==> src/cpu_quirk_map.svh <==
// Constants for the jump, erase-step and pop-multiple execution anomalies
`ifndef CPU_QUIRK_MAP_SVH
`define CPU_QUIRK_MAP_SVH
`define QUIRK_PC_RESET 20'h0_0000
`define QUIRK_PC_STEP 20'h0_0002
`define QUIRK_FOLLOW_MASK 16'hF0FF
`define QUIRK_FOLLOW_PAT_A 16'h0040
`define QUIRK_FOLLOW_PAT_B 16'h0050
`define QUIRK_CORRUPT_MASK 20'hA_5A5A
`define QUIRK_ADDR_RESET 20'h0_0000
`endif

==> src/cpu_quirk_pkg.sv <==
// Types shared by the anomaly model
package cpu_quirk_pkg;
    typedef enum logic [2:0] {
        KIND_OTHER,
        KIND_JUMP,
        KIND_COND_JUMP,
        KIND_POP_MULTI,
        KIND_ERASE_INFO_D
    } instr_kind_type;
endpackage

==> src/stray_read_if.sv <==
// Carrier between the retire logic and the stray read unit
`timescale 1ns/1ps
interface stray_read_if;
    logic popMultiDone;
    logic [19:0] finalSp;
    logic vacantFlag;
    logic vacantIrq;
    logic rdReq;
    logic [19:0] rdAddr;
    modport retire
    (
        output popMultiDone,
        output finalSp,
        input vacantFlag,
        input vacantIrq,
        input rdReq,
        input rdAddr
    );
    modport unit
    (
        input popMultiDone,
        input finalSp,
        output vacantFlag,
        output vacantIrq,
        output rdReq,
        output rdAddr
    );
endinterface

==> src/cpu_quirk_core.sv <==
// Retire-stage model of the jump, trace, erase-step and pop-multiple anomalies
// What this block does
// - Single-stepping over a segment D erase leaves a corrupted program counter.
// - Trace records the loop start after a false-condition loop exit.
// - The wrong trace entry never changes the executed program counter.
// - After a jump, following word 0X40h or 0X50h adds 2 to PC.
// - The extra advance ignores whether that word is opcode or data.
// - Pop-multiple makes one extra read right after the last SP increment.
// - A vacant stray read sets the vacant flag, interrupt if enabled.
// - The stray read hits vacant memory at or above the stack top.
`timescale 1ns/1ps
`include "cpu_quirk_map.svh"
module cpu_quirk_core
    import cpu_quirk_pkg::*;
(
    // Clock and reset
    input wire logic clk,
    input wire logic rst_n,
    // Retired instruction
    input wire logic retValid,
    input wire instr_kind_type retKind,
    input wire logic [19:0] retPc,
    input wire logic [19:0] retNextPc,
    input wire logic [15:0] followWord,
    input wire logic condFalse,
    input wire logic [19:0] loopStart,
    input wire logic [19:0] popMultiFinalSp,
    // Debug control
    input wire logic debugStep,
    // Memory answer for the stray read
    input wire logic rdVacant,
    // Vacant flag control
    input wire logic vacantFlagClear,
    input wire logic vacantIrqEnable,
    // Program counter
    output logic [19:0] pc_q,
    // Trace buffer entry
    output logic traceValid_q,
    output logic [19:0] traceAddr_q,
    // Stray read and vacant flag
    output logic strayRdReq_q,
    output logic [19:0] strayRdAddr_q,
    output logic vacantFlag_q,
    output logic vacantIrq_q
);
    stray_read_if sr();

    logic [19:0] pc_d;
    logic traceValid_d;
    logic [19:0] traceAddr_d;
    logic loopExit_q, loopExit_d;
    logic [19:0] loopStart_q, loopStart_d;
    logic isJump;
    logic followHit;
    logic eraseStep;

    always_comb
    begin
        isJump = retValid && (retKind == KIND_JUMP || retKind == KIND_COND_JUMP);
        // Opcode or data alike: only the bit pattern of the word counts
        // pattern only
        followHit = ((followWord & `QUIRK_FOLLOW_MASK) == `QUIRK_FOLLOW_PAT_A) ||
                    ((followWord & `QUIRK_FOLLOW_MASK) == `QUIRK_FOLLOW_PAT_B);
        // Free-running erase retires cleanly; only a debugger step corrupts
        eraseStep = retValid && debugStep && retKind == KIND_ERASE_INFO_D;
        pc_d = pc_q;
        if (eraseStep)
        begin
            pc_d = retNextPc ^ `QUIRK_CORRUPT_MASK;
        end
        else if (isJump && followHit)
        begin
            pc_d = retNextPc + `QUIRK_PC_STEP;
        end
        else if (retValid)
        begin
            pc_d = retNextPc;
        end
        traceValid_d = retValid;
        traceAddr_d = traceAddr_q;
        loopExit_d = loopExit_q;
        loopStart_d = loopStart_q;
        // Only the recorded address is bent; pc_d never reads loopExit_q
        if (retValid)
        begin
            traceAddr_d = loopExit_q ? loopStart_q : retPc;
            loopExit_d = retKind == KIND_COND_JUMP && condFalse;
            loopStart_d = loopStart;
        end
    end

    always_ff @(posedge clk or negedge rst_n)
    begin
        if (!rst_n)
        begin
            pc_q <= `QUIRK_PC_RESET;
            traceValid_q <= 1'b0;
            traceAddr_q <= `QUIRK_ADDR_RESET;
            loopExit_q <= 1'b0;
            loopStart_q <= `QUIRK_ADDR_RESET;
        end
        else
        begin
            pc_q <= pc_d;
            traceValid_q <= traceValid_d;
            traceAddr_q <= traceAddr_d;
            loopExit_q <= loopExit_d;
            loopStart_q <= loopStart_d;
        end
    end

    assign sr.popMultiDone = retValid && retKind == KIND_POP_MULTI;
    assign sr.finalSp = popMultiFinalSp;

    stray_read_unit strayUnit
    (
        .clk(clk),
        .rst_n(rst_n),
        .sr(sr.unit),
        .rdVacant(rdVacant),
        .vacantFlagClear(vacantFlagClear),
        .vacantIrqEnable(vacantIrqEnable)
    );

    // Unit outputs are already flops; no extra delay added
    assign strayRdReq_q = sr.rdReq;
    assign strayRdAddr_q = sr.rdAddr;
    assign vacantFlag_q = sr.vacantFlag;
    assign vacantIrq_q = sr.vacantIrq;

    property p_erase_step_corrupts;
        @(posedge clk) disable iff (!rst_n)
        retValid && debugStep && retKind == KIND_ERASE_INFO_D
            |=> pc_q == ($past(retNextPc) ^ `QUIRK_CORRUPT_MASK);
    endproperty
    a_erase_step_corrupts: assert property (p_erase_step_corrupts)
        else $error("stepped erase did not corrupt pc");

    property p_erase_free_run_clean;
        @(posedge clk) disable iff (!rst_n)
        retValid && !debugStep && retKind == KIND_ERASE_INFO_D |=> pc_q == $past(retNextPc);
    endproperty
    a_erase_free_run_clean: assert property (p_erase_free_run_clean)
        else $error("erase outside debug changed pc");

    property p_jump_extra_step;
        @(posedge clk) disable iff (!rst_n)
        isJump && followHit |=> pc_q == $past(retNextPc) + `QUIRK_PC_STEP;
    endproperty
    a_jump_extra_step: assert property (p_jump_extra_step)
        else $error("jump over pattern word missed extra advance");

    property p_jump_plain;
        @(posedge clk) disable iff (!rst_n)
        isJump && !followHit |=> pc_q == $past(retNextPc);
    endproperty
    a_jump_plain: assert property (p_jump_plain)
        else $error("jump without pattern word advanced wrongly");

    property p_loop_exit_trace;
        @(posedge clk) disable iff (!rst_n)
        retValid && retKind == KIND_COND_JUMP && condFalse ##1 retValid
            |=> traceAddr_q == $past(loopStart, 2);
    endproperty
    a_loop_exit_trace: assert property (p_loop_exit_trace)
        else $error("loop exit trace entry not loop start");

    property p_exit_pc_correct;
        @(posedge clk) disable iff (!rst_n)
        retValid && retKind == KIND_COND_JUMP && condFalse && !followHit
            |=> pc_q == $past(retNextPc);
    endproperty
    a_exit_pc_correct: assert property (p_exit_pc_correct)
        else $error("loop exit changed execution");

    property p_retire_makes_trace;
        @(posedge clk) disable iff (!rst_n)
        retValid |=> traceValid_q;
    endproperty
    a_retire_makes_trace: assert property (p_retire_makes_trace)
        else $error("retired instruction left no trace entry");

    property p_idle_no_trace;
        @(posedge clk) disable iff (!rst_n)
        !retValid |=> !traceValid_q;
    endproperty
    a_idle_no_trace: assert property (p_idle_no_trace)
        else $error("trace entry without a retirement");

    property p_plain_trace_entry;
        @(posedge clk) disable iff (!rst_n)
        retValid && !loopExit_q |=> traceAddr_q == $past(retPc);
    endproperty
    a_plain_trace_entry: assert property (p_plain_trace_entry)
        else $error("ordinary trace entry not the retired address");

    property p_idle_pc_hold;
        @(posedge clk) disable iff (!rst_n)
        !retValid |=> pc_q == $past(pc_q);
    endproperty
    a_idle_pc_hold: assert property (p_idle_pc_hold)
        else $error("pc moved without a retirement");

    property p_trace_keeps_execution;
        @(posedge clk) disable iff (!rst_n)
        retValid && loopExit_q && !eraseStep && !(isJump && followHit)
            |=> pc_q == $past(retNextPc);
    endproperty
    a_trace_keeps_execution: assert property (p_trace_keeps_execution)
        else $error("bent trace entry changed execution");

    property p_pop_multi_pc_clean;
        @(posedge clk) disable iff (!rst_n)
        retValid && retKind == KIND_POP_MULTI |=> pc_q == $past(retNextPc);
    endproperty
    a_pop_multi_pc_clean: assert property (p_pop_multi_pc_clean)
        else $error("stray read disturbed execution");
endmodule

==> src/stray_read_unit.sv <==
// Extra read after pop-multiple and the vacant-access flag it can raise
`timescale 1ns/1ps
`include "cpu_quirk_map.svh"
module stray_read_unit
(
    // Clock and reset
    input wire logic clk,
    input wire logic rst_n,
    // Retire side
    stray_read_if.unit sr,
    // Memory answer and flag control
    input wire logic rdVacant,
    input wire logic vacantFlagClear,
    input wire logic vacantIrqEnable
);
    logic rdReq_q, rdReq_d;
    logic [19:0] rdAddr_q, rdAddr_d;
    logic flag_q, flag_d;
    logic irq_q, irq_d;

    always_comb
    begin
        rdReq_d = sr.popMultiDone;
        rdAddr_d = sr.popMultiDone ? sr.finalSp : rdAddr_q;
        flag_d = (rdReq_q && rdVacant) ? 1'b1 : (vacantFlagClear ? 1'b0 : flag_q);
        irq_d = flag_d && vacantIrqEnable;
    end

    always_ff @(posedge clk or negedge rst_n)
    begin
        if (!rst_n)
        begin
            rdReq_q <= 1'b0;
            rdAddr_q <= `QUIRK_ADDR_RESET;
            flag_q <= 1'b0;
            irq_q <= 1'b0;
        end
        else
        begin
            rdReq_q <= rdReq_d;
            rdAddr_q <= rdAddr_d;
            flag_q <= flag_d;
            irq_q <= irq_d;
        end
    end

    // read data never used; only the vacancy answer is looked at
    assign sr.rdReq = rdReq_q;
    assign sr.rdAddr = rdAddr_q;
    assign sr.vacantFlag = flag_q;
    assign sr.vacantIrq = irq_q;

    property p_stray_follows_pop_multi;
        @(posedge clk) disable iff (!rst_n)
        sr.popMultiDone |=> rdReq_q && rdAddr_q == $past(sr.finalSp);
    endproperty
    a_stray_follows_pop_multi: assert property (p_stray_follows_pop_multi)
        else $error("no stray read after pop-multiple");

    property p_vacant_sets_flag;
        @(posedge clk) disable iff (!rst_n)
        rdReq_q && rdVacant |=> flag_q;
    endproperty
    a_vacant_sets_flag: assert property (p_vacant_sets_flag)
        else $error("vacant stray read did not set flag");

    property p_irq_when_enabled;
        @(posedge clk) disable iff (!rst_n)
        rdReq_q && rdVacant && vacantIrqEnable |=> irq_q;
    endproperty
    a_irq_when_enabled: assert property (p_irq_when_enabled)
        else $error("vacant interrupt not raised");

    property p_read_only_after_pop_multi;
        @(posedge clk) disable iff (!rst_n)
        rdReq_q |-> $past(sr.popMultiDone);
    endproperty
    a_read_only_after_pop_multi: assert property (p_read_only_after_pop_multi)
        else $error("stray read without pop-multiple");
endmodule

==> config.mk <==
export PLATFORM = sky130hd
export DESIGN_NAME = cpu_quirk_core
export DESIGN_NICKNAME = d
export VERILOG_FILES = /design/src/cpu_quirk_pkg.sv /design/src/stray_read_if.sv /design/src/cpu_quirk_core.sv /design/src/stray_read_unit.sv
export VERILOG_INCLUDE_DIRS = /design/src
export SDC_FILE = /design/constraint.sdc
export NUM_CORES = 1
export LEC_CHECK = 0
export BUFFER_PORTS_ARGS = -buffer_cell sky130_fd_sc_hd__buf_2
export CORE_MARGIN = 2
export CORE_UTILIZATION = 40
export DETAILED_ROUTE_END_ITERATION = 12
export GPL_TIMING_DRIVEN = 1
export PLACE_DENSITY = 0.7
export SLEW_MARGIN = 15
export SYNTH_ARGS = -nofsm -noshare
export SYNTH_HDL_FRONTEND = slang
export SYNTH_SLANG_ARGS = --single-unit
==> constraint.sdc <==
create_clock -name clk -period 1.4 [get_ports clk]
set_input_delay 0.28 -clock clk [delete_from_list [all_inputs] [get_ports clk]]
set_output_delay 0.28 -clock clk [all_outputs]
set_load 0.1 [all_outputs]
==> results.cfg <==
[global_route]
antenna_found_initial = 0
overflow = 0
grt_max_degree = 86
grt_pass1_wl_um = 18800
first_global_vias = 3898
track_usage = 0.217

[logic_synthesis]
synth_top_cell_by_area = dfrtp_1
syn_area_um2 = 4000
synth_most_common_cell = dfrtp_1
synth-seq-cells = 85
yosys-top-cells-count = dfrtp_1, mux2_2, nor2_1
syn_nets = 469
synth_top_area_frac = 0.532
synth-edff-count = 0
synth-seq-area-share = 0.532
synth_area_leaders = dfrtp_1, mux2_2, mux2i_1
synth_mux_area_frac = 0.166
synth_top_family_by_area = multiplexers
yosys.area_share.simple = 0.161
synth_compound_area_frac = 0.105
synth-xor-area-share = 0.00219
yosys.cell_types.count = 48
synthCells = 361
synthFlopType = dfrtp_1
synth-adder-area-share = 0.00313
ys_warn_count = 0
synth_area_per_cell_um2 = 11.1
async_flop_share = 1.00

[place]
port_buffers = 165
dp_hpwl_um = 8080
gp_congestion = 0.819
place_inst = 691

[cells_and_area]
utilization = 0.625
drive_above_1_share = 0.528
layout.nets = 684
fin_cells = 714
area_delta_synth_final_pct = 52.2
n_antenna_cell = 0

[routing]
drcViolationCount = 0
via_count = 3770
routed_wl_um = 11800
wl_per_cell_um = 16.5
firstDrtPassIters = 4
ant_nets = 0
initialDrtViolationCount = 159
vias_per_cell = 5.28

[floorplanning]
die_area_um2 = 10800
rows = 36
core_area_um2 = 9730
die_w_um = 104
pin_count = 171
die_h_um = 104
start_util = 0.411

[sta]
setup_viol = 19
timing.fmax_ghz = 0.531
rsz0062_at_grt = true
drv_slew = 0
tightest_slew_ps = 457
finalHoldViolations = 0
max_slew_margin = 0.696
worst_slack_ps = -482
period_minus_slack_ps = 1880
finalCritPeriodShare = 1.34
skew_ps = 9.37

[worst_setup_path]
cp.required_ps = 1680
worstPathMaxFanout = 4
worstSetupPathType = primary input to flip-flop
end_kind = flip-flop
arrival_ps = 2160
cp-start-kind = primary input
reg2reg_depth = 2

[cts]
htreeDepth = 3
clkTransAtPathRegs_ps = 90
clock_latency_ps = 350
tritoncts = done
numClockSinks = 85
cts_buffer_depth = 2
cts_buffers = 9
root_buffer = clkbuf_8

[power]
power.density_nw_per_um2 = 1310
ir_worst_vdd_uv = 1110
power_leakage_nw = 2.78

[min_path]
hold_class = primary input to flip-flop
hold_depth = 2

[outcome]
violations = setup timing
status = complete, but fails checks

[job]
cap_violations = 0
-- power breakdown --
part	switching [W]	total, W	internal [W]
Clock	0.000902	0.00183	0.000930
Sequential	0.000183	0.00294	0.00276
Combinational	0.00237	0.00320	0.000829
-- metal layers --
| layer | track usage | share of wire | vias to the layer above |
|---|---|---|---|
| met2 | 0.380 | 0.51 | 159 |
| li1 | - | - | 1761 |
| met5 | 0 | 0 | - |
| met3 | 0.0564 | 0.066 | 30 |
| met1 | 0.258 | 0.40 | 1820 |
| met4 | 0.0772 | 0.026 | 0 |
-- worst paths after layout --
check                                           start                                end  slack [ps]
setup / recovery                        followWord[0]                pc_q[5]$_DFFE_PN0P_        -480
hold / removal                        vacantFlagClear  strayUnit.sr.vacantFlag$_DFF_PN0_         130
setup reg to reg                  pc_q[9]$_DFFE_PN0P_                pc_q[9]$_DFFE_PN0P_         350
hold reg to reg            loopStart_q[8]$_DFFE_PN0P_         loopStart_q[8]$_DFFE_PN0P_         510
max in group asynchronous                       rst_n               pc_q[14]$_DFFE_PN0P_         560
min in group asynchronous                       rst_n        traceAddr_q[12]$_DFFE_PN0P_         480
-- sequential cells by signal (all words and copies together), names as in the netlist --
register / count
loopExit_q: 1
strayUnit.sr.vacantIrq: 1
traceAddr_q: 20
strayUnit.sr.vacantFlag: 1
pc_q: 20
traceValid_q: 1
loopStart_q: 20
strayUnit.sr.rdReq: 1
strayUnit.sr.rdAddr: 20
-- timing repair --
| item | CTS | global route |
|---|---|---|
| pin swaps | 10 | 13 |
| cloned | 2 | 0 |
| hold endpoints to repair | 85 | 0 |
| resized for setup | 69 | 19 |
| hold buffers | 1 | 0 |
| endpoints found under the setup margin | 76 | 21 |
| setup buffers | 2 | 2 |
-- logic make-up after synthesis --
group           count (synthesis)
simple gates                  118
flops                          85
compound gates                 64
mux                            61
buf+inv                        31
xor+xnor                        1
fa+ha+maj                       1
-- stage by stage --
step | hold WS [ps] | setup TNS [ps] | cell area [µm²] | power (W) | worst slack [ps]
after floorplan | -15.6 | -10620 | 4030 | 0.00522 | -874
after global placement | 348 | -14740 | 5470 | 0.00594 | -858
after detailed placement | 360 | -15520 | 5470 | 0.00599 | -882
after CTS | 105 | -6130 | 5970 | 0.00800 | -477
after global routing | 105 | -7300 | 6080 | 0.00830 | -519
final | 126 | -6780 | 6080 | 0.00797 | -482
-- area by class of cell --
cell class | count | area, µm²
repair buffers | 231 | 1680
clock inverters | 4 | 53.8
clock buffers | 12 | 155
well taps | 133 | 166
fillers | 815 | 3650
multi-input cells | 245 | 1890
flip-flops and latches | 85 | 2130
inverters | 4 | 15.0
-- cell usage in the layout (no fill, tap or decap), types with 6 or more instances in the layout --
master and instances:
nor2_1 39, nand4_1 8, o21ai_0 7, buf_4 114, nand3_1 16, a21oi_1 20
a31oi_1 8, mux2i_1 20, dfrtp_1 85, buf_2 96, clkbuf_8 11, buf_12 9
mux2_2 41, or4_1 8, buf_6 6
-- worst max-delay path: stages --
cell and delay, ps:
buf_6 90, or4_4 570, buf_6 150, buf_4 130
or3_4 330, or4_4 430, a31oi_4 160
Note: power is estimated with default switching activity, not from simulation.
